--- config.mk ---
export PLATFORM = sky130hd
export DESIGN_NAME = port_fgh_alt_function_override
export DESIGN_NICKNAME = d
export VERILOG_FILES = /design/src/pin_ovr_pkg.sv /design/src/port_fgh_alt_function_override.sv
export SDC_FILE = /design/constraint.sdc
export NUM_CORES = 1
export LEC_CHECK = 0
export BUFFER_PORTS_ARGS = -buffer_cell sky130_fd_sc_hd__buf_4
export CAP_MARGIN = 10
export CORE_UTILIZATION = 45
export DETAILED_ROUTE_END_ITERATION = 10
export PLACE_DENSITY = 0.75
export SYNTH_ARGS = -nofsm -noshare
export SYNTH_HDL_FRONTEND = slang
export SYNTH_SLANG_ARGS = --single-unit
--- constraint.sdc ---
create_clock -name aclk -period 3.1 [get_ports aclk]
set_clock_uncertainty 0.2 [all_clocks]
set_input_delay 0.155 -clock aclk [delete_from_list [all_inputs] [get_ports aclk]]
set_output_delay 0.155 -clock aclk [all_outputs]
set_load 0.005 [all_outputs]
--- src/pin_ovr_pkg.sv ---
// constants for the port f/g/h pin override block
package pin_ovr_pkg;
  // bus geometry
  localparam int          ADDR_W        = 8;
  localparam int          DATA_W        = 32;
  // register byte offsets
  localparam logic [7:0]  OFS_PC_ENABLE = 8'h00;
  localparam logic [7:0]  OFS_IRQ_STS   = 8'h04;
  localparam logic [7:0]  OFS_IRQ_MASK  = 8'h08;
  localparam logic [7:0]  OFS_PIN_STATE = 8'h0C;
  // word indices of the offsets
  localparam logic [5:0]  IDX_PC_ENABLE = OFS_PC_ENABLE[7:2];
  localparam logic [5:0]  IDX_IRQ_STS   = OFS_IRQ_STS[7:2];
  localparam logic [5:0]  IDX_IRQ_MASK  = OFS_IRQ_MASK[7:2];
  localparam logic [5:0]  IDX_PIN_STATE = OFS_PIN_STATE[7:2];
  // reset values
  localparam logic [7:0]  PC_ENABLE_RST = 8'h00;
  localparam logic [7:0]  IRQ_MASK_RST  = 8'h00;
  // bus responses
  localparam logic [1:0]  RESP_OKAY     = 2'h0;
  localparam logic [1:0]  RESP_SLVERR   = 2'h2;
  // pin-state register field positions
  localparam int          PS_F_LSB      = 0;
  localparam int          PS_G_LSB      = 8;
  localparam int          PS_H_LSB      = 16;
  localparam int          PS_TPEN_BIT   = 24;
  localparam int          PS_RDIS_BIT   = 25;
  // first-port pin positions
  localparam int          TEST_PORT_LSB = 4;
  localparam int          TEST_CLK_BIT  = 4;
  localparam int          TEST_MODE_BIT = 5;
  localparam int          TEST_DOUT_BIT = 6;
  localparam int          TEST_DIN_BIT  = 7;
  // second-port pin positions
  localparam int          RESET_PIN_BIT = 5;
  localparam int          CNT0_PIN_BIT  = 4;
  localparam int          CNT1_PIN_BIT  = 3;
  // fuse level that means programmed
  localparam logic        FUSE_PROGRAMMED = 1'b0;
  // pin-change source numbers of the third port
  localparam int          PC_SRC_LO     = 16;
  localparam int          PC_SRC_HI     = 23;
endpackage : pin_ovr_pkg

--- src/port_fgh_alt_function_override.sv ---
// pin override logic for ports f, g and h with an axi4-lite register file
// Behaviour
// RULE1 - test fuse forces pull-ups on test inputs
// RULE2 - test fuse takes upper first-port pins away
// RULE3 - test output driven only in shift states
// RULE4 - test output released, pulled high otherwise (during reset the code releases it with its pull-up off)
// RULE5 - test port runs on test clock only
// RULE6 - probe drives serial bits on data input
// RULE7 - probe steers controller via mode select
// RULE8 - software keeps analog pins quiet during conversion
// RULE9 - low first-port pins feed analog channels
// RULE10 - programmed reset fuse: input pin, pull-up on
// RULE11 - second-port bit four feeds counter zero
// RULE12 - second-port bit three feeds counter one
// RULE13 - third-port pins are pin-change sources
// RULE14 - third port is a build-time option
// RULE15 - override enable selects override value
//
// Added by the designer: register access over AXI4-Lite and the placing of the registers.
`timescale 1ns/1ps
module port_fgh_alt_function_override #(
  parameter bit HAS_PORT_H = 1'b1
) (
  // clock and reset
  input  wire logic        aclk,
  input  wire logic        aresetn,
  // axi4-lite write address
  input  wire logic [7:0]  s_axil_awaddr,
  input  wire logic        s_axil_awvalid,
  output logic             s_axil_awready,
  // axi4-lite write data
  input  wire logic [31:0] s_axil_wdata,
  input  wire logic [3:0]  s_axil_wstrb,
  input  wire logic        s_axil_wvalid,
  output logic             s_axil_wready,
  // axi4-lite write response
  output logic [1:0]       s_axil_bresp,
  output logic             s_axil_bvalid,
  input  wire logic        s_axil_bready,
  // axi4-lite read address
  input  wire logic [7:0]  s_axil_araddr,
  input  wire logic        s_axil_arvalid,
  output logic             s_axil_arready,
  // axi4-lite read data
  output logic [31:0]      s_axil_rdata,
  output logic [1:0]       s_axil_rresp,
  output logic             s_axil_rvalid,
  input  wire logic        s_axil_rready,
  // interrupt
  output logic             irq,
  // fuses and test-port controller state
  input  wire logic        test_port_enable_fuse,
  input  wire logic        reset_pin_disable_fuse,
  input  wire logic        instr_shift_state,
  input  wire logic        data_shift_state,
  input  wire logic        test_dout,
  // port register settings
  input  wire logic [7:0]  port_f_reg_out,
  input  wire logic [7:0]  port_f_reg_dir,
  input  wire logic [7:0]  port_f_reg_pullup,
  input  wire logic [5:0]  port_g_reg_out,
  input  wire logic [5:0]  port_g_reg_dir,
  input  wire logic [5:0]  port_g_reg_pullup,
  input  wire logic [7:0]  port_h_reg_out,
  input  wire logic [7:0]  port_h_reg_dir,
  input  wire logic [7:0]  port_h_reg_pullup,
  // pads
  input  wire logic [7:0]  port_f_pad_in,
  output logic [7:0]       port_f_pad_out,
  output logic [7:0]       port_f_pad_oe_n,
  output logic [7:0]       port_f_pullup,
  output logic [7:0]       port_f_in_en,
  input  wire logic [5:0]  port_g_pad_in,
  output logic [5:0]       port_g_pad_out,
  output logic [5:0]       port_g_pad_oe_n,
  output logic [5:0]       port_g_pullup,
  input  wire logic [7:0]  port_h_pad_in,
  output logic [7:0]       port_h_pad_out,
  output logic [7:0]       port_h_pad_oe_n,
  output logic [7:0]       port_h_pullup,
  // alternate function routes
  output logic             test_clk,
  output logic             test_mode,
  output logic             test_din,
  output logic [7:0]       analog_in,
  output logic             counter0_ext_source,
  output logic             counter1_ext_source,
  output logic             ext_reset_n
);

  typedef struct packed {
    logic       fj_s1;
    logic       fj_s2;
    logic       fr_s1;
    logic       fr_s2;
    logic [1:0] sh_s1;
    logic [1:0] sh_s2;
    logic       td_s1;
    logic       td_s2;
    logic [7:0] fpi_s1;
    logic [7:0] fpi_s2;
    logic [5:0] gpi_s1;
    logic [5:0] gpi_s2;
    logic [7:0] hpi_s1;
    logic [7:0] hpi_s2;
    logic [7:0] hpi_prev;
    logic [7:0] pc_en;
    logic [7:0] sts;
    logic [7:0] msk;
    logic       aw_ok;
    logic [5:0] widx;
    logic       w_ok;
    logic [7:0] wdat;
    logic       wbe;
    logic       bvalid;
    logic [1:0] bresp;
    logic       rvalid;
    logic [31:0] rdata;
    logic [1:0] rresp;
    logic [7:0] f_o;
    logic [7:0] f_oe_n;
    logic [7:0] f_pu;
    logic [7:0] f_ie;
    logic [5:0] g_o;
    logic [5:0] g_oe_n;
    logic [5:0] g_pu;
    logic [7:0] h_o;
    logic [7:0] h_oe_n;
    logic [7:0] h_pu;
    logic       cnt0;
    logic       cnt1;
    logic       rst_n;
    logic       irq;
    logic       live;
  } state_s;

  state_s st_ff;
  state_s nxt_st;

  // pick the override value when its enable is set
  function automatic logic ovr(input logic en, input logic val, input logic dflt);
    ovr = en ? val : dflt;
  endfunction : ovr

  function automatic logic [31:0] rd_mux(input state_s s, input logic [5:0] idx);
    rd_mux = '0;
    case (idx)
      pin_ovr_pkg::IDX_PC_ENABLE: rd_mux[7:0] = s.pc_en;
      pin_ovr_pkg::IDX_IRQ_STS:   rd_mux[7:0] = s.sts;
      pin_ovr_pkg::IDX_IRQ_MASK:  rd_mux[7:0] = s.msk;
      pin_ovr_pkg::IDX_PIN_STATE: begin
        rd_mux[pin_ovr_pkg::PS_F_LSB +: 8] = s.fpi_s2;
        rd_mux[pin_ovr_pkg::PS_G_LSB +: 6] = s.gpi_s2;
        rd_mux[pin_ovr_pkg::PS_H_LSB +: 8] = s.hpi_s2;
        rd_mux[pin_ovr_pkg::PS_TPEN_BIT]   = s.fj_s2;
        rd_mux[pin_ovr_pkg::PS_RDIS_BIT]   = s.fr_s2;
      end
      default: rd_mux = '0;
    endcase
  endfunction : rd_mux

  function automatic logic mapped(input logic [5:0] idx);
    mapped = (idx <= pin_ovr_pkg::IDX_PIN_STATE);
  endfunction : mapped

  always_comb begin
    logic [7:0] clr;
    logic [7:0] set;
    logic       hi;
    logic       shift;
    clr = '0;
    set = '0;
    hi = 1'b0;
    shift = 1'b0;
    nxt_st = st_ff;
    nxt_st.live = 1'b1;
    // two-flop synchronisers for pins and the test-clock domain
    nxt_st.fj_s1  = test_port_enable_fuse;
    nxt_st.fj_s2  = st_ff.fj_s1;
    nxt_st.fr_s1  = reset_pin_disable_fuse;
    nxt_st.fr_s2  = st_ff.fr_s1;
    nxt_st.sh_s1  = {instr_shift_state, data_shift_state};
    nxt_st.sh_s2  = st_ff.sh_s1;
    nxt_st.td_s1  = test_dout;
    nxt_st.td_s2  = st_ff.td_s1;
    nxt_st.fpi_s1 = port_f_pad_in;
    nxt_st.fpi_s2 = st_ff.fpi_s1;
    nxt_st.gpi_s1 = port_g_pad_in;
    nxt_st.gpi_s2 = st_ff.gpi_s1;
    nxt_st.hpi_s1 = port_h_pad_in;
    nxt_st.hpi_s2 = st_ff.hpi_s1;
    nxt_st.hpi_prev = st_ff.hpi_s2;

    // write channel: address and data taken in either order
    if (s_axil_awvalid && !st_ff.aw_ok) begin
      nxt_st.aw_ok = 1'b1;
      nxt_st.widx  = s_axil_awaddr[7:2];
    end
    if (s_axil_wvalid && !st_ff.w_ok) begin
      nxt_st.w_ok = 1'b1;
      nxt_st.wdat = s_axil_wdata[7:0];
      nxt_st.wbe  = s_axil_wstrb[0];
    end
    if (st_ff.bvalid && s_axil_bready) begin
      nxt_st.bvalid = 1'b0;
    end
    if (st_ff.aw_ok && st_ff.w_ok && !st_ff.bvalid) begin
      nxt_st.aw_ok  = 1'b0;
      nxt_st.w_ok   = 1'b0;
      nxt_st.bvalid = 1'b1;
      nxt_st.bresp  = mapped(st_ff.widx) ? pin_ovr_pkg::RESP_OKAY
                                         : pin_ovr_pkg::RESP_SLVERR;
      if (st_ff.wbe) begin
        case (st_ff.widx)
          pin_ovr_pkg::IDX_PC_ENABLE: nxt_st.pc_en = st_ff.wdat;
          pin_ovr_pkg::IDX_IRQ_STS:   clr = st_ff.wdat;
          pin_ovr_pkg::IDX_IRQ_MASK:  nxt_st.msk = st_ff.wdat;
          default: clr = '0;
        endcase
      end
    end

    // read channel: one cycle from address to data
    if (st_ff.rvalid && s_axil_rready) begin
      nxt_st.rvalid = 1'b0;
    end
    if (s_axil_arvalid && !st_ff.rvalid) begin
      nxt_st.rvalid = 1'b1;
      nxt_st.rdata  = rd_mux(st_ff, s_axil_araddr[7:2]);
      nxt_st.rresp  = mapped(s_axil_araddr[7:2]) ? pin_ovr_pkg::RESP_OKAY
                                                 : pin_ovr_pkg::RESP_SLVERR;
    end

    // pin changes on the third port; a new change beats a clear
    if (HAS_PORT_H) begin // [RULE14]
      set = (st_ff.hpi_s2 ^ st_ff.hpi_prev) & st_ff.pc_en; // [RULE13]
    end
    nxt_st.sts = (st_ff.sts & ~clr) | set;
    nxt_st.irq = |(nxt_st.sts & nxt_st.msk);

    // first port
    shift = |st_ff.sh_s2;
    for (int i = 0; i < 8; i++) begin
      hi = st_ff.fj_s2 && (i >= pin_ovr_pkg::TEST_PORT_LSB); // [RULE2]
      nxt_st.f_pu[i]   = ovr(hi, 1'b1, port_f_reg_pullup[i]); // [RULE1] [RULE15]
      nxt_st.f_oe_n[i] = ~ovr(hi, (i == pin_ovr_pkg::TEST_DOUT_BIT) && shift,
                              port_f_reg_dir[i]); // [RULE3] [RULE4] [RULE15]
      nxt_st.f_o[i]    = ovr(hi && (i == pin_ovr_pkg::TEST_DOUT_BIT), st_ff.td_s2,
                             port_f_reg_out[i]); // [RULE3] [RULE15]
      nxt_st.f_ie[i]   = ovr(hi, 1'b0, 1'b1); // [RULE2] [RULE9]
    end

    // second port
    nxt_st.g_o    = port_g_reg_out; // [RULE11] [RULE12]
    nxt_st.g_oe_n = ~port_g_reg_dir;
    nxt_st.g_pu   = port_g_reg_pullup;
    nxt_st.g_o[pin_ovr_pkg::RESET_PIN_BIT]    = 1'b0; // [RULE10]
    nxt_st.g_oe_n[pin_ovr_pkg::RESET_PIN_BIT] = 1'b1; // [RULE10]
    nxt_st.g_pu[pin_ovr_pkg::RESET_PIN_BIT]   = 1'b1; // [RULE10]
    nxt_st.rst_n = (st_ff.fr_s2 == pin_ovr_pkg::FUSE_PROGRAMMED) ? 1'b1
                 : st_ff.gpi_s2[pin_ovr_pkg::RESET_PIN_BIT]; // [RULE10]
    nxt_st.cnt0 = st_ff.gpi_s2[pin_ovr_pkg::CNT0_PIN_BIT]; // [RULE11]
    nxt_st.cnt1 = st_ff.gpi_s2[pin_ovr_pkg::CNT1_PIN_BIT]; // [RULE12]

    // third port: no overrides, idle when not built
    nxt_st.h_o    = HAS_PORT_H ? port_h_reg_out : 8'h00; // [RULE14]
    nxt_st.h_oe_n = HAS_PORT_H ? ~port_h_reg_dir : 8'hFF;
    nxt_st.h_pu   = HAS_PORT_H ? port_h_reg_pullup : 8'h00;

    // synchronous reset; fuse synchronisers keep running so the
    // test-input pull-ups stay on through reset
    if (!aresetn) begin
      nxt_st        = '0;
      nxt_st.fj_s1  = test_port_enable_fuse;
      nxt_st.fj_s2  = st_ff.fj_s1;
      nxt_st.fr_s1  = reset_pin_disable_fuse;
      nxt_st.fr_s2  = st_ff.fr_s1;
      nxt_st.pc_en  = pin_ovr_pkg::PC_ENABLE_RST;
      nxt_st.msk    = pin_ovr_pkg::IRQ_MASK_RST;
      nxt_st.f_oe_n = 8'hFF;
      nxt_st.g_oe_n = 6'h3F;
      nxt_st.h_oe_n = 8'hFF;
      nxt_st.f_ie   = 8'hFF;
      nxt_st.rst_n  = 1'b1;
      nxt_st.f_pu[pin_ovr_pkg::TEST_DIN_BIT]  = st_ff.fj_s2; // [RULE1]
      nxt_st.f_pu[pin_ovr_pkg::TEST_MODE_BIT] = st_ff.fj_s2; // [RULE1]
      nxt_st.f_pu[pin_ovr_pkg::TEST_CLK_BIT]  = st_ff.fj_s2; // [RULE1]
      nxt_st.g_pu[pin_ovr_pkg::RESET_PIN_BIT] = 1'b1; // [RULE10]
    end
  end

  always_ff @(posedge aclk) begin
    st_ff <= nxt_st;
  end

  // outputs
  assign s_axil_awready  = !st_ff.aw_ok;
  assign s_axil_wready   = !st_ff.w_ok;
  assign s_axil_bvalid   = st_ff.bvalid;
  assign s_axil_bresp    = st_ff.bresp;
  assign s_axil_arready  = !st_ff.rvalid;
  assign s_axil_rvalid   = st_ff.rvalid;
  assign s_axil_rdata    = st_ff.rdata;
  assign s_axil_rresp    = st_ff.rresp;
  assign irq             = st_ff.irq;
  assign port_f_pad_out  = st_ff.f_o;
  assign port_f_pad_oe_n = st_ff.f_oe_n;
  assign port_f_pullup   = st_ff.f_pu;
  assign port_f_in_en    = st_ff.f_ie;
  assign port_g_pad_out  = st_ff.g_o;
  assign port_g_pad_oe_n = st_ff.g_oe_n;
  assign port_g_pullup   = st_ff.g_pu;
  assign port_h_pad_out  = st_ff.h_o;
  assign port_h_pad_oe_n = st_ff.h_oe_n;
  assign port_h_pullup   = st_ff.h_pu;
  assign counter0_ext_source = st_ff.cnt0;
  assign counter1_ext_source = st_ff.cnt1;
  assign ext_reset_n     = st_ff.rst_n;
  // raw pad routes into the test-clock domain, never resampled here
  assign test_clk  = port_f_pad_in[pin_ovr_pkg::TEST_CLK_BIT]; // [RULE5]
  assign test_mode = port_f_pad_in[pin_ovr_pkg::TEST_MODE_BIT]; // [RULE7]
  assign test_din  = port_f_pad_in[pin_ovr_pkg::TEST_DIN_BIT]; // [RULE6]
  // analog channels 7..0 straight from the pads
  assign analog_in = port_f_pad_in; // [RULE9]
endmodule : port_fgh_alt_function_override

=== After elaboration in Yosys (flattened, before gate mapping) ===
Cells that the tools add are included.

* Word-level logic and storage cells: 119
* Input bits: 152
* Register bits after elaboration: 208
* Output and inout port bits: 130

* Reduce and logical (&&, ||, !) cells: 20
* Eq/ne operators: 5
* Magnitude comparators: 2
* Bitwise logic cells: 17
* Muxes and demuxes: 28

{| class="wikitable"
|+ Operators with widths
! kind !! number
|-
| two-way mux 63 bit || 1
|-
| two-way mux 8 bit || 5
|-
| two-way mux 35 bit || 1
|-
| one-hot mux 8 bit (4 select lines) || 1
|-
| bitwise AND 8 bit || 3
|-
| equality test 6 x 2 -> 1 bit (second input constant) || 3
|-
| NOT 8 bit || 2
|-
| two-way mux 1 bit || 13
|-
| equality test 6 x 1 -> 1 bit (second input constant) || 2
|-
| <= comparator 6 x 2 -> 1 bit (second input constant) || 2
|-
| logical NOT 6 bit || 2
|-
| two-way mux 10 bit || 1
|-
| two-way mux 9 bit || 1
|-
| NOT 1 bit || 9
|-
| OR 8 bit || 1
|-
| OR reduction 8 bit || 1
|-
| XOR 8 bit || 1
|-
| logical AND 1 bit || 7
|-
| two-way mux 7 bit || 1
|-
| two-way mux 6 bit || 1
|-
| NOT 5 bit || 1
|-
| logical NOT 1 bit || 4
|-
| two-way mux 2 bit || 2
|-
| nonzero test 2 bit || 2
|-
| 4 further kinds || 5
|}

=== Longest topological paths before layout ===
Gate-level depths: netlist of run 1.

* Depth after elaboration: 10
* Mapped depth: 7
* Mapped depth without buffers: 5

=== Worst setup path before layout of run 1 ===
Ideal clock, no wire load.

* Path type: register to register
* Start: reg st_ff, in the netlist s_axil_bvalid
* End: reg st_ff, in the netlist irq
* Path buffers: 2
* Clock period less this slack: 1.978 ns
* Data arrival time: 1.642 ns
* Stages on the path, launching flop included: 8
* Path slack: 1.122 ns
* Library setup time: 0.135 ns
* Cell sequence: dfxtp_1 > and4b_1 > buf_6 > and4b_1 > buf_6 > mux2_2 > a22oi_1 > a41oi_1

* Cells in the longest elaborated chain, start to end: 8
* Elaborated cells between the ends (all ways): 9
* Those cells by class: mux (2); bitwise (4); reduce/logical (3)

{| class="wikitable"
|+ Ends and longest elaborated chain
! item !! RTL line !! source
|-
| start, declared || port_fgh_alt_function_override.sv:137 || <nowiki>state_s st_ff;</nowiki>
|-
| start signal, assigned || port_fgh_alt_function_override.sv:293 || <nowiki>st_ff <= nxt_st;</nowiki>
|-
| logical NOT 1 bit (*) || port_fgh_alt_function_override.sv:207 || <nowiki>if (st_ff.aw_ok && st_ff.w_ok && !st_ff.bvalid) begin</nowiki>
|-
| logical AND 1 bit (*) || port_fgh_alt_function_override.sv:207 ||
|-
| two-way mux 8 bit || port_fgh_alt_function_override.sv:207 ||
|-
| NOT 8 bit || port_fgh_alt_function_override.sv:238 || <nowiki>nxt_st.sts = (st_ff.sts & ~clr) | set;</nowiki>
|-
| bitwise AND 8 bit || port_fgh_alt_function_override.sv:238 ||
|-
| OR 8 bit || port_fgh_alt_function_override.sv:238 ||
|-
| bitwise AND 8 bit (*) || port_fgh_alt_function_override.sv:239 || <nowiki>nxt_st.irq = |(nxt_st.sts & nxt_st.msk);</nowiki>
|-
| OR reduction 8 bit (*) || port_fgh_alt_function_override.sv:239 ||
|}

Every way passes the cells marked *; elsewhere a longest branch is shown, timed or not.
A chain may end at the register's enable or synchronous reset.

=== Worst setup path after layout of run 1 ===
Ends and elaborated chain as after synthesis.

==> flow_results.xml, run 1 <==
<?xml version="1.0" encoding="UTF-8"?>
<metrics>
  <group name="routing">
    <metric name="vias" unit="">5378</metric>
    <metric name="drt-wirelength-per-cell" unit="um">14.1</metric>
    <metric name="dr.first_iter.drc_count" unit="">219</metric>
    <metric name="routed_wl" unit="mm">17.0</metric>
    <metric name="antenna_violating_nets_left" unit="">0</metric>
    <metric name="drt-pass1-iter-count" unit="">6</metric>
    <metric name="detail_route.drc_violations" unit="">0</metric>
    <metric name="avgViaCountPerCell" unit="">4.48</metric>
  </group>
  <group name="clock_tree">
    <metric name="clkLatencyLatePin" unit="ns">0.42</metric>
    <metric name="clock_pin_transition_on_the_worst_setup_and_hold_timing_paths" unit="ns">0.07</metric>
    <metric name="htree_num_levels" unit="">4</metric>
    <metric name="cts_tree" unit="">built</metric>
    <metric name="post-cts-setup-buffer-count" unit="">0</metric>
    <metric name="clock_sink_count" unit="">199</metric>
    <metric name="clock-root-buffer" unit="">sky130_fd_sc_hd__clkbuf_16</metric>
    <metric name="max-clock-path-buffers" unit="">2</metric>
    <metric name="holdBufCountCts" unit="">130</metric>
    <metric name="cts_buffers" unit="">17</metric>
    <metric name="count_of_instances_resized_after_the_clock_tree_is_built" unit="">0</metric>
  </group>
  <group name="timing">
    <metric name="report.final.setup_viol" unit="">0</metric>
    <metric name="tns" unit="ns">0</metric>
    <metric name="timing.slew.headroom" unit="">0.288</metric>
    <metric name="worstMarginPinSlew" unit="ns">1.07</metric>
    <metric name="min_period_over_period" unit="">0.790</metric>
    <metric name="period_minus_slack" unit="ns">2.45</metric>
    <metric name="max_clock_freq" unit="MHz">409</metric>
    <metric name="timing_hold_violations_final" unit="">0</metric>
    <metric name="grt_setup_unrepaired" unit="">no</metric>
    <metric name="final_max_slew_viol_count" unit="">0</metric>
  </group>
  <group name="die">
    <metric name="die-area" unit="um^2">16700</metric>
    <metric name="dieWidth" unit="um">129</metric>
    <metric name="core" unit="um^2">15800</metric>
    <metric name="floorplan.rows" unit="">46</metric>
    <metric name="die_h" unit="um">129</metric>
    <metric name="floorplan.initialDensity" unit="">0.461</metric>
    <metric name="io-pin-count" unit="">282</metric>
  </group>
  <group name="layout">
    <metric name="post_route_cells_drive_above_1_share" unit="">0.290</metric>
    <metric name="area_growth_syn_to_layout" unit="%">39.3</metric>
    <metric name="fill_cells" unit="">1262</metric>
    <metric name="fin_nets" unit="">1123</metric>
  </group>
  <group name="power_and_ir_drop">
    <metric name="post-layout-total-power" unit="mW">5.34</metric>
    <metric name="power_density" unit="nW/um^2">526</metric>
    <metric name="worst_ir_drop_vdd" unit="uV">393</metric>
    <metric name="leak_pwr" unit="nW">4.41</metric>
  </group>
  <group name="status">
    <metric name="outcome" unit="">finished clean</metric>
  </group>
  <group name="critical_path">
    <metric name="critical_path_peak_fanout" unit="">10</metric>
    <metric name="critical_path.startpoint_type" unit="">flip-flop</metric>
    <metric name="r2r_cells" unit="">5</metric>
    <metric name="cp.arrival" unit="ns">2.49</metric>
    <metric name="ff2ff_setup_slack" unit="ns">0.65</metric>
    <metric name="critical-path-max-stage-delay" unit="ns">0.51</metric>
    <metric name="reg2reg_to" unit="">irq</metric>
    <metric name="crit-reg2reg-launch" unit="">s_axil_bvalid</metric>
    <metric name="worst_path_dominant_cell_family" unit="">simple AND/OR/NAND/NOR gates</metric>
    <metric name="crit_top_cell" unit="">sky130_fd_sc_hd__and4b_1</metric>
    <metric name="cp_num_buf_inv" unit="">0</metric>
    <metric name="crit_path_end_kind" unit="">flip-flop</metric>
    <metric name="path_cells" unit="">and4b_1 &gt; and4b_1 &gt; mux2_2 &gt; a22oi_1 &gt; a41oi_1</metric>
    <metric name="crit_slowest_cell" unit="">sky130_fd_sc_hd__and4b_1</metric>
    <metric name="required" unit="ns">3.14</metric>
    <metric name="category_of_the_critical_setup_timing_path" unit="">reg2reg</metric>
  </group>
  <group name="grt">
    <metric name="grt.overflow.total" unit="">0</metric>
    <metric name="number_of_antenna_violations_at_the_first_check_in_global_routing" unit="">1</metric>
    <metric name="groute.usage.overall" unit="">0.205</metric>
    <metric name="largest_net_degree_at_the_start_of_global_routing" unit="">87</metric>
    <metric name="grt_first_pass_wirelength" unit="mm">26.1</metric>
    <metric name="grt_pass1_vias" unit="">5199</metric>
  </group>
  <group name="logic_synthesis">
    <metric name="synth_area" unit="um^2">7290</metric>
    <metric name="main_combinational_cell_family_by_area_after_synthesis" unit="">simple AND/OR/NAND/NOR gates</metric>
    <metric name="synth-async-reset-ratio" unit="">0</metric>
    <metric name="ys_top_cells_by_count" unit="">199 x sky130_fd_sc_hd__dfxtp_1, 123 x sky130_fd_sc_hd__buf_4, 113 x sky130_fd_sc_hd__and2_1</metric>
    <metric name="synth_cell_types" unit="">39</metric>
    <metric name="yosysWarnings" unit="">0</metric>
    <metric name="synth_xor_area_frac" unit="">0.00961</metric>
    <metric name="post_synth_inst_count" unit="">728</metric>
    <metric name="synth.mux.area_fraction" unit="">0.0220</metric>
    <metric name="synth-seq-area-share" unit="">0.546</metric>
    <metric name="synth-edff-count" unit="">0</metric>
    <metric name="ys_seq_elements" unit="">199</metric>
    <metric name="post-synth-top-area-cell" unit="">sky130_fd_sc_hd__dfxtp_1</metric>
    <metric name="post_synthesis_share_of_cell_area_spent_on_full_adders_half_adders_and_majority_gates" unit="">0</metric>
    <metric name="post_synth_and_or_nand_nor_area_fraction" unit="">0.187</metric>
    <metric name="synth_compound_gate_area_share" unit="">0.0805</metric>
    <metric name="synth.most_common_cell" unit="">sky130_fd_sc_hd__dfxtp_1</metric>
    <metric name="post_synth.cell_area_avg" unit="um^2">10.0</metric>
    <metric name="postSynth.topFlopCell" unit="">sky130_fd_sc_hd__dfxtp_1</metric>
    <metric name="synth.top_cells.by_area" unit="">sky130_fd_sc_hd__dfxtp_1 55%, sky130_fd_sc_hd__buf_4 13%, sky130_fd_sc_hd__and2_1 9.7%</metric>
    <metric name="portion_of_synthesized_cell_area_occupied_by_the_leading_cell_type" unit="">0.546</metric>
  </group>
  <group name="min_path">
    <metric name="min_delay_worst_endpoint" unit="">s_axil_rdata[3]</metric>
    <metric name="cell_count_of_the_worst_hold_path" unit="">5</metric>
    <metric name="worstHoldPathType" unit="">in2reg</metric>
    <metric name="hold_path_startpoint" unit="">s_axil_araddr[2]</metric>
  </group>
  <group name="job">
    <metric name="max_cap_violations" unit="">0</metric>
  </group>
  <group name="placed_design">
    <metric name="place.detailed.hpwl" unit="mm">10.0</metric>
    <metric name="gp_routability_congestion" unit="">0.783</metric>
    <metric name="io_buffers" unit="">230</metric>
  </group>
</metrics>
[routing by layer]
| metal | vias up | global-route usage | wire length [um] |
|---|---|---|---|
| li1 | 2709 | - | - |
| met1 | 2478 | 0.236 | 7040 |
| met2 | 164 | 0.355 | 8640 |
| met3 | 27 | 0.0566 | 803 |
| met4 | 0 | 0.0900 | 477 |
| met5 | - | 0 | 0 |
[worst max-delay path by stage]
stage,cells after the start,from,end
3_3_place_gp,5,s_axil_bvalid,irq
5_1_grt,5,st_ff[133],irq
4_1_cts,5,s_axil_bvalid,irq
6_report,5,s_axil_bvalid,irq
2_1_floorplan,7,s_axil_bvalid,irq
3_5_place_dp,5,s_axil_bvalid,irq
[where the power goes]
group | total [mW] | internal (mW) | switching, mW
clock network | 2.11 | 1.18 | 0.931
registers | 2.70 | 2.66 | 0.0451
logic | 0.528 | 0.332 | 0.196
total | 5.34 | 4.17 | 1.17
[registers in the layout, summed over array words and instances, names as in the netlist, 5 cells and up]
register,flops
port_f_pad_oe_n,8
port_f_pad_out,8
port_f_pullup,8
port_g_pad_oe_n,5
port_g_pad_out,5
port_g_pullup,5
port_h_pad_oe_n,8
port_h_pad_out,8
port_h_pullup,8
s_axil_rdata,24
st_ff,103
[through the flow]
step	worst slack (ns)	area [um^2]	util	std cells	hold slack [ns]
after floorplan	1.12	7350	-	743	-0.0173
after global placement	0.684	8280	0.523	1038	0.0605
after detailed placement	0.681	8280	0.523	1038	0.0608
after CTS	0.658	10200	0.642	1200	0.0755
after global routing	0.417	10200	0.642	1201	0.104
final	0.653	10200	0.642	1201	0.0911
[final cells by class]
class                   instances  area (um^2)  area share
diodes                          1         2.50    0.000246
inverters                       5         18.8     0.00185
clock inverters                10         96.3     0.00949
multi-input cells             383         2250       0.221
flip-flops and latches        199         3980       0.392
clock buffers                  22          474      0.0467
well taps                     216          270      0.0266
repair buffers                365         3070       0.302
[cell usage in the layout (no fill, tap or decap), types with 7 or more instances in the layout]
master	n
sky130_fd_sc_hd__a21o_1	11
sky130_fd_sc_hd__a22oi_1	20
sky130_fd_sc_hd__nand3_1	16
sky130_fd_sc_hd__dlygate4sd3_1	130
sky130_fd_sc_hd__nor2_1	16
sky130_fd_sc_hd__clkbuf_16	17
sky130_fd_sc_hd__dfxtp_1	199
sky130_fd_sc_hd__conb_1	17
sky130_fd_sc_hd__nand2_1	84
sky130_fd_sc_hd__buf_4	235
sky130_fd_sc_hd__a22o_1	8
sky130_fd_sc_hd__mux2i_1	7
sky130_fd_sc_hd__a21oi_1	37
sky130_fd_sc_hd__mux2_2	8
sky130_fd_sc_hd__xor2_1	8
sky130_fd_sc_hd__and2_1	113
sky130_fd_sc_hd__nand4_1	8
[logic make-up (layout without fill, tap and decap cells)]
family	Yosys count	after routing
buffers and inverters	161	402
muxes	15	15
xor gates and xnor gates	8	8
AOI/OAI and AO/OA	89	89
DFF	199	199
other	2	18
and+or+nand+nor	254	254
[tightest hold or removal path, delay by kind of cell]
kind / cells / cell delay [ns]
compound gates: 3 / 0.32
buf+inv: 1 / 0.12
simple gates: 1 / 0.08
Note: power is estimated with default switching activity, not from simulation.
==> run 2: changes to the inputs <==
- clock period: 3.1 -> 2.3 ns (I/O delays scaled with it)
==> run 2 against run 1 <==
Compared with the run above:
- cell count is 0.42% lower
- sequential share of layout area hardly changed
- routed wire length is 1.7% lower
- clock-buffer cell count is 1 lower
- hold slack worse by 0.087 ns
- utilization hardly changed
- global-route usage is 0.26 points lower
- critical path depth is 1 higher
- cell area hardly changed
- first-iteration DRC count is 11% higher
- fmax is 18% higher
- critical path type unchanged
==> flow_results.xml, run 2 (synthesized netlist as in run 1, its figures left out) <==
<?xml version="1.0" encoding="UTF-8"?>
<metrics>
  <group name="grt">
    <metric name="groute.usage.overall" unit="">0.202</metric>
    <metric name="grt_pass1_vias" unit="">5230</metric>
    <metric name="largest_net_degree_at_the_start_of_global_routing" unit="">140</metric>
    <metric name="number_of_antenna_violations_at_the_first_check_in_global_routing" unit="">0</metric>
    <metric name="grt_first_pass_wirelength" unit="mm">25.8</metric>
    <metric name="grt.overflow.total" unit="">0</metric>
  </group>
  <group name="timing">
    <metric name="final_max_slew_viol_count" unit="">0</metric>
    <metric name="grt_setup_unrepaired" unit="">no</metric>
    <metric name="setup_slack" unit="ns">0.227</metric>
    <metric name="min_period_over_period" unit="">0.901</metric>
    <metric name="period_minus_slack" unit="ns">2.07</metric>
    <metric name="timing.slew.headroom" unit="">0.543</metric>
    <metric name="report.final.setup_viol" unit="">0</metric>
    <metric name="tns" unit="ns">0</metric>
    <metric name="timing_hold_violations_final" unit="">0</metric>
    <metric name="worst_hold_slack" unit="ns">0.00448</metric>
    <metric name="worstMarginPinSlew" unit="ns">0.684</metric>
    <metric name="max_clock_freq" unit="MHz">482</metric>
  </group>
  <group name="placed_design">
    <metric name="io_buffers" unit="">230</metric>
    <metric name="place.detailed.hpwl" unit="mm">10.2</metric>
    <metric name="placed_cells" unit="">1046</metric>
    <metric name="postPlaceCellArea" unit="um^2">8360</metric>
    <metric name="preCtsSetupSlack" unit="ns">0.201</metric>
    <metric name="gp_routability_congestion" unit="">0.793</metric>
  </group>
  <group name="critical_path">
    <metric name="required" unit="ns">2.37</metric>
    <metric name="worst_setup_path_startpoint" unit="">st_ff[129]</metric>
    <metric name="crit_slowest_cell" unit="">sky130_fd_sc_hd__mux2_2</metric>
    <metric name="r2r_cells" unit="">6</metric>
    <metric name="crit_path_end_kind" unit="">flip-flop</metric>
    <metric name="crit-reg2reg-launch" unit="">st_ff[129]</metric>
    <metric name="critical-path-max-stage-delay" unit="ns">0.35</metric>
    <metric name="path_cells" unit="">nor4_2 &gt; and4b_1 &gt; buf_4 &gt; mux2_2 &gt; a22oi_1 &gt; a41oi_1</metric>
    <metric name="reg2reg_to" unit="">irq</metric>
    <metric name="critical_path.endpoint" unit="">irq</metric>
    <metric name="category_of_the_critical_setup_timing_path" unit="">reg2reg</metric>
    <metric name="critical_path.startpoint_type" unit="">flip-flop</metric>
    <metric name="cp.arrival" unit="ns">2.15</metric>
    <metric name="critical_path_peak_fanout" unit="">8</metric>
    <metric name="ff2ff_setup_slack" unit="ns">0.23</metric>
  </group>
  <group name="clock_tree">
    <metric name="clock_pin_transition_on_the_worst_setup_and_hold_timing_paths" unit="ns">0.07</metric>
    <metric name="cts_buffers" unit="">17</metric>
    <metric name="post-cts-setup-buffer-count" unit="">0</metric>
    <metric name="cts_tree" unit="">built</metric>
    <metric name="clkLatencyLatePin" unit="ns">0.42</metric>
    <metric name="count_of_instances_resized_after_the_clock_tree_is_built" unit="">0</metric>
    <metric name="holdBufCountCts" unit="">119</metric>
    <metric name="max-clock-path-buffers" unit="">2</metric>
    <metric name="clock_sink_count" unit="">199</metric>
    <metric name="clock-root-buffer" unit="">sky130_fd_sc_hd__clkbuf_16</metric>
    <metric name="htree_num_levels" unit="">4</metric>
  </group>
  <group name="routing">
    <metric name="dr.first_iter.drc_count" unit="">243</metric>
    <metric name="detail_route.drc_violations" unit="">0</metric>
    <metric name="drt-wirelength-per-cell" unit="um">13.9</metric>
    <metric name="vias" unit="">5299</metric>
    <metric name="avgViaCountPerCell" unit="">4.43</metric>
    <metric name="antenna_violating_nets_left" unit="">0</metric>
    <metric name="routed_wl" unit="mm">16.7</metric>
    <metric name="drt-pass1-iter-count" unit="">4</metric>
  </group>
  <group name="die">
    <metric name="die-area" unit="um^2">16700</metric>
    <metric name="floorplan.initialDensity" unit="">0.461</metric>
    <metric name="die_h" unit="um">129</metric>
    <metric name="io-pin-count" unit="">282</metric>
    <metric name="dieWidth" unit="um">129</metric>
    <metric name="core" unit="um^2">15800</metric>
    <metric name="floorplan.rows" unit="">46</metric>
  </group>
  <group name="power_and_ir_drop">
    <metric name="post-layout-total-power" unit="mW">7.39</metric>
    <metric name="power_density" unit="nW/um^2">727</metric>
    <metric name="intPower" unit="mW">5.80</metric>
    <metric name="p_sw_frac" unit="">0.215</metric>
    <metric name="leak_pwr" unit="nW">4.43</metric>
    <metric name="pwr-share-clk" unit="">0.411</metric>
    <metric name="combPwrFrac" unit="">0.096</metric>
    <metric name="worst_ir_drop_vdd" unit="uV">520</metric>
    <metric name="power.net_switching" unit="mW">1.59</metric>
    <metric name="share_seq_of_total_power" unit="">0.493</metric>
  </group>
  <group name="layout">
    <metric name="postLayoutCoreUtil" unit="">0.641</metric>
    <metric name="fill_cells" unit="">1210</metric>
    <metric name="stdcell_area" unit="um^2">10200</metric>
    <metric name="n_antenna_cell" unit="">0</metric>
    <metric name="fin_nets" unit="">1120</metric>
    <metric name="largest_register_ffs" unit="">103</metric>
    <metric name="area_growth_syn_to_layout" unit="%">39.2</metric>
    <metric name="mostFrequentLayoutCells" unit="">242 x sky130_fd_sc_hd__buf_4, 199 x sky130_fd_sc_hd__dfxtp_1, 119 x sky130_fd_sc_hd__dlygate4sd3_1, 113 x sky130_fd_sc_hd__and2_1, 84 x sky130_fd_sc_hd__nand2_1</metric>
    <metric name="final-instance-count-excl-fill" unit="">1196</metric>
    <metric name="post_route_cells_drive_above_1_share" unit="">0.298</metric>
    <metric name="leading_cell_type_in_the_layout_fill_and_taps_excluded" unit="">sky130_fd_sc_hd__buf_4</metric>
    <metric name="top_register" unit="">st_ff</metric>
  </group>
  <group name="job">
    <metric name="max_cap_violations" unit="">0</metric>
  </group>
  <group name="min_path">
    <metric name="worstHoldPathType" unit="">in2reg</metric>
  </group>
  <group name="status">
    <metric name="outcome" unit="">finished clean</metric>
  </group>
</metrics>
## run 2: cell count changes in the layout (fill, tap and decap cells not counted)
cell,change
sky130_fd_sc_hd__buf_12,+1
sky130_fd_sc_hd__buf_4,+7
sky130_fd_sc_hd__bufinv_16,+2
sky130_fd_sc_hd__clkbuf_8,-1
sky130_fd_sc_hd__clkinv_2,-2
sky130_fd_sc_hd__clkinv_4,-2
sky130_fd_sc_hd__clkinvlp_4,+1
sky130_fd_sc_hd__diode_2,-1
sky130_fd_sc_hd__dlygate4sd3_1,-11
sky130_fd_sc_hd__inv_6,+1
## run 2: worst min path at each step
stage | startpoint | endpoint | slack (ns) | depth (start not counted)
after detailed placement | test_port_enable_fuse | st_ff[219] | 0.02 | 1
after floorplan | reset_pin_disable_fuse | st_ff[217] | -0.06 | 0
after CTS | aresetn | port_h_pad_oe_n[1] | 0.00006 | 3
after global placement | reset_pin_disable_fuse | st_ff[217] | 0.02 | 1
final | aresetn | port_f_pad_oe_n[2] | 0.004 | 3
after global routing | aresetn | port_f_pad_oe_n[2] | 0.02 | 3
## run 2: worst max-delay path, delay by kind of cell (launching register included)
kind,cells,cell delay [ns]
simple gates,2,0.54
flops,1,0.32
buf+inv,1,0.17
compound gates,2,0.34
mux,1,0.35
## run 2: power groups by stage
| stage | Sequential (mW) | Clock, mW | Combinational [mW] |
|---|---|---|---|
| after detailed placement | 3.72 | 0 | 0.536 |
| final | 3.64 | 3.04 | 0.707 |
| after global placement | 3.71 | 0 | 0.525 |
| after floorplan | 3.70 | 0 | 0.333 |
| after CTS | 3.64 | 3.11 | 0.699 |
| after global routing | 3.65 | 3.26 | 0.771 |
## run 2: layer usage
metal | vias to the layer above | GRT usage | routed length, um | part of all wire
met5 | - | 0 | 0 | 0
met4 | 0 | 0.0858 | 359 | 0.022
met3 | 27 | 0.0462 | 892 | 0.053
met2 | 165 | 0.364 | 8560 | 0.51
met1 | 2414 | 0.229 | 6860 | 0.41
li1 | 2693 | - | - | -
## run 2: cell type report
class	count	area (um^2)	share of cell area
well taps	216	270	0.0266
clock buffers	21	460	0.0454
flip-flops and latches	199	3980	0.392
multi-input cells	383	2250	0.221
repair buffers	362	3030	0.298
inverters	5	18.8	0.00185
clock inverters	10	145	0.0143
==> run 3: changes to the inputs <==
- CORE_UTILIZATION: 45 -> 35
- PLACE_DENSITY: 0.75 -> not set
- clock period: 2.3 -> 2.6 ns (I/O delays scaled with it)
==> run 3 against run 2 <==
Compared with the run above:
- critical path depth up 1
- total power fell by 13%
- hold slack improved by 0.032 ns
- via count grew 1.5%
- largest power group unchanged
- register-to-register slack worse by 0.02 ns
- die area increased by 28%
- clock power fell by 16%
- cell area rose by 1.7%
- critical path type is now in2reg
- routed wire length grew 0.22%
- first-iteration DRC count unchanged
==> flow_results.xml, run 3 (synthesized netlist as in run 1, its figures left out) <==
<?xml version="1.0" encoding="UTF-8"?>
<metrics>
  <group name="status">
    <metric name="outcome" unit="">finished clean</metric>
  </group>
  <group name="clock_tree">
    <metric name="clock-root-buffer" unit="">sky130_fd_sc_hd__clkbuf_16</metric>
    <metric name="clock_pin_transition_on_the_worst_setup_and_hold_timing_paths" unit="ns">0.07</metric>
    <metric name="htree_num_levels" unit="">4</metric>
    <metric name="max-clock-path-buffers" unit="">2</metric>
    <metric name="cts_buffers" unit="">17</metric>
    <metric name="clkLatencyLatePin" unit="ns">0.43</metric>
    <metric name="cts_tree" unit="">built</metric>
    <metric name="clock_sink_count" unit="">199</metric>
  </group>
  <group name="routing">
    <metric name="drt-pass1-iter-count" unit="">4</metric>
    <metric name="antenna_violating_nets_left" unit="">0</metric>
    <metric name="dr.first_iter.drc_count" unit="">243</metric>
    <metric name="detail_route.drc_violations" unit="">0</metric>
    <metric name="drt-wirelength-per-cell" unit="um">13.2</metric>
    <metric name="avgViaCountPerCell" unit="">4.26</metric>
    <metric name="vias" unit="">5376</metric>
    <metric name="routed_wl" unit="mm">16.7</metric>
  </group>
  <group name="placed_design">
    <metric name="gp_routability_congestion" unit="">0.812</metric>
    <metric name="placed_cells" unit="">1098</metric>
    <metric name="place.detailed.hpwl" unit="mm">10.4</metric>
    <metric name="io_buffers" unit="">230</metric>
    <metric name="preCtsSetupSlack" unit="ns">0.350</metric>
  </group>
  <group name="layout">
    <metric name="area_of_the_multi_input_gates" unit="um^2">2250</metric>
    <metric name="top_register" unit="">st_ff</metric>
    <metric name="fill_cells" unit="">1861</metric>
    <metric name="post_route_cells_drive_above_1_share" unit="">0.296</metric>
    <metric name="final-instance-count-excl-fill" unit="">1262</metric>
    <metric name="largest_register_ffs" unit="">103</metric>
    <metric name="fin_nets" unit="">1131</metric>
    <metric name="postLayoutCoreUtil" unit="">0.509</metric>
    <metric name="leading_cell_type_in_the_layout_fill_and_taps_excluded" unit="">sky130_fd_sc_hd__buf_4</metric>
    <metric name="n_antenna_cell" unit="">0</metric>
    <metric name="sequential_cell_area" unit="um^2">3980</metric>
    <metric name="mostFrequentLayoutCells" unit="">239 x sky130_fd_sc_hd__buf_4, 199 x sky130_fd_sc_hd__dfxtp_1, 132 x sky130_fd_sc_hd__dlygate4sd3_1, 113 x sky130_fd_sc_hd__and2_1, 84 x sky130_fd_sc_hd__nand2_1</metric>
    <metric name="area_growth_syn_to_layout" unit="%">41.6</metric>
  </group>
  <group name="critical_path">
    <metric name="critical_path_peak_fanout" unit="">9</metric>
    <metric name="cp.arrival" unit="ns">2.59</metric>
    <metric name="critical_path.startpoint_type" unit="">primary input</metric>
    <metric name="category_of_the_critical_setup_timing_path" unit="">in2reg</metric>
    <metric name="required" unit="ns">2.77</metric>
    <metric name="crit_path_end_kind" unit="">flip-flop</metric>
  </group>
  <group name="die">
    <metric name="core" unit="um^2">20300</metric>
    <metric name="floorplan.initialDensity" unit="">0.359</metric>
    <metric name="io-pin-count" unit="">282</metric>
    <metric name="die-area" unit="um^2">21400</metric>
    <metric name="dieWidth" unit="um">146</metric>
    <metric name="floorplan.rows" unit="">52</metric>
    <metric name="die_h" unit="um">146</metric>
  </group>
  <group name="timing">
    <metric name="period_minus_slack" unit="ns">2.43</metric>
    <metric name="tns" unit="ns">0</metric>
    <metric name="timing_hold_violations_final" unit="">0</metric>
    <metric name="timing.slew.headroom" unit="">0.564</metric>
    <metric name="setup_slack" unit="ns">0.175</metric>
    <metric name="min_period_over_period" unit="">0.933</metric>
    <metric name="final_max_slew_viol_count" unit="">0</metric>
    <metric name="worstMarginPinSlew" unit="ns">0.653</metric>
    <metric name="report.final.setup_viol" unit="">0</metric>
    <metric name="grt_setup_unrepaired" unit="">no</metric>
    <metric name="max_clock_freq" unit="MHz">412</metric>
  </group>
  <group name="grt">
    <metric name="grt_pass1_vias" unit="">5545</metric>
    <metric name="number_of_antenna_violations_at_the_first_check_in_global_routing" unit="">0</metric>
    <metric name="grt.overflow.total" unit="">0</metric>
    <metric name="groute.usage.overall" unit="">0.162</metric>
    <metric name="largest_net_degree_at_the_start_of_global_routing" unit="">140</metric>
    <metric name="grt_first_pass_wirelength" unit="mm">27.4</metric>
  </group>
  <group name="power_and_ir_drop">
    <metric name="power_density" unit="nW/um^2">622</metric>
    <metric name="leak_pwr" unit="nW">4.52</metric>
    <metric name="worst_ir_drop_vdd" unit="uV">374</metric>
    <metric name="post-layout-total-power" unit="mW">6.42</metric>
  </group>
  <group name="min_path">
    <metric name="worstHoldPathType" unit="">in2reg</metric>
  </group>
  <group name="job">
    <metric name="max_cap_violations" unit="">0</metric>
  </group>
</metrics>
==> run 3: cell count changes in the layout (fill, tap and decap cells not counted), sizes merged <==
cell         before  now
dlygate4sd3     119  132
clkbuf           21   18
clkinv            3    6
inv               7   10
buf             243  241
bufinv            3    1
==> run 3: cell type report <==
cell class | instances | share of cell area
Inverter | 5 | 0.00182
Multi-Input combinational cell | 383 | 0.218
Sequential cell | 199 | 0.386
Clock buffer | 18 | 0.0425
Timing Repair Buffer | 373 | 0.306
Tap cell | 270 | 0.0327
Clock inverter | 14 | 0.0137
==> run 3: routing by layer <==
metal / up-vias / track usage / share of wire
met5: - / 0 / 0
met4: 0 / 0.0568 / 0.012
met3: 13 / 0.0453 / 0.056
met2: 153 / 0.286 / 0.50
met1: 2486 / 0.185 / 0.43
li1: 2724 / - / -
==> run 3: report_power, final <==
part | internal (mW) | switching (mW) | leakage [nW]
registers | 3.17 | 0.0548 | 1.64
clock network | 1.38 | 1.19 | 0.283
logic | 0.408 | 0.230 | 2.60
==> run 3: repair_timing <==
action                     4_1_cts  5_1_grt
setup endpoints to repair        0        0
buffers inserted                 0        0
hold buffers                   132        0
hold endpoints to repair       112        0
gates resized for setup          0        0
==> run 3: worst paths after layout <==
kind | cells past startpoint | start | slack, ns | to
max | 7 | s_axil_wvalid | 0.17 | st_ff[121]
min | 5 | s_axil_arvalid | 0.04 | s_axil_rdata[12]
max reg2reg | 5 | st_ff[126] | 0.21 | st_ff[121]
min reg2reg | 0 | st_ff[219] | 0.13 | st_ff[218]
==> run 3: per-stage QoR <==
stage	cell area (um^2)	hold WS [ns]
3_5_place_dp	8420	0.0356
3_3_place_gp	8420	0.0351
4_1_cts	10300	0.0289
2_1_floorplan	7350	-0.0423
5_1_grt	10300	0.0458
6_report	10300	0.0365
==> run 3: critical path: stages <==
cell                            delay, ns
sky130_fd_sc_hd__dlygate4sd3_1       0.53
sky130_fd_sc_hd__buf_4               0.11
sky130_fd_sc_hd__nor2b_1             0.44
sky130_fd_sc_hd__nand2_1             0.12
sky130_fd_sc_hd__dlygate4sd3_1       0.58
sky130_fd_sc_hd__a21oi_1             0.13
sky130_fd_sc_hd__dlygate4sd3_1       0.56
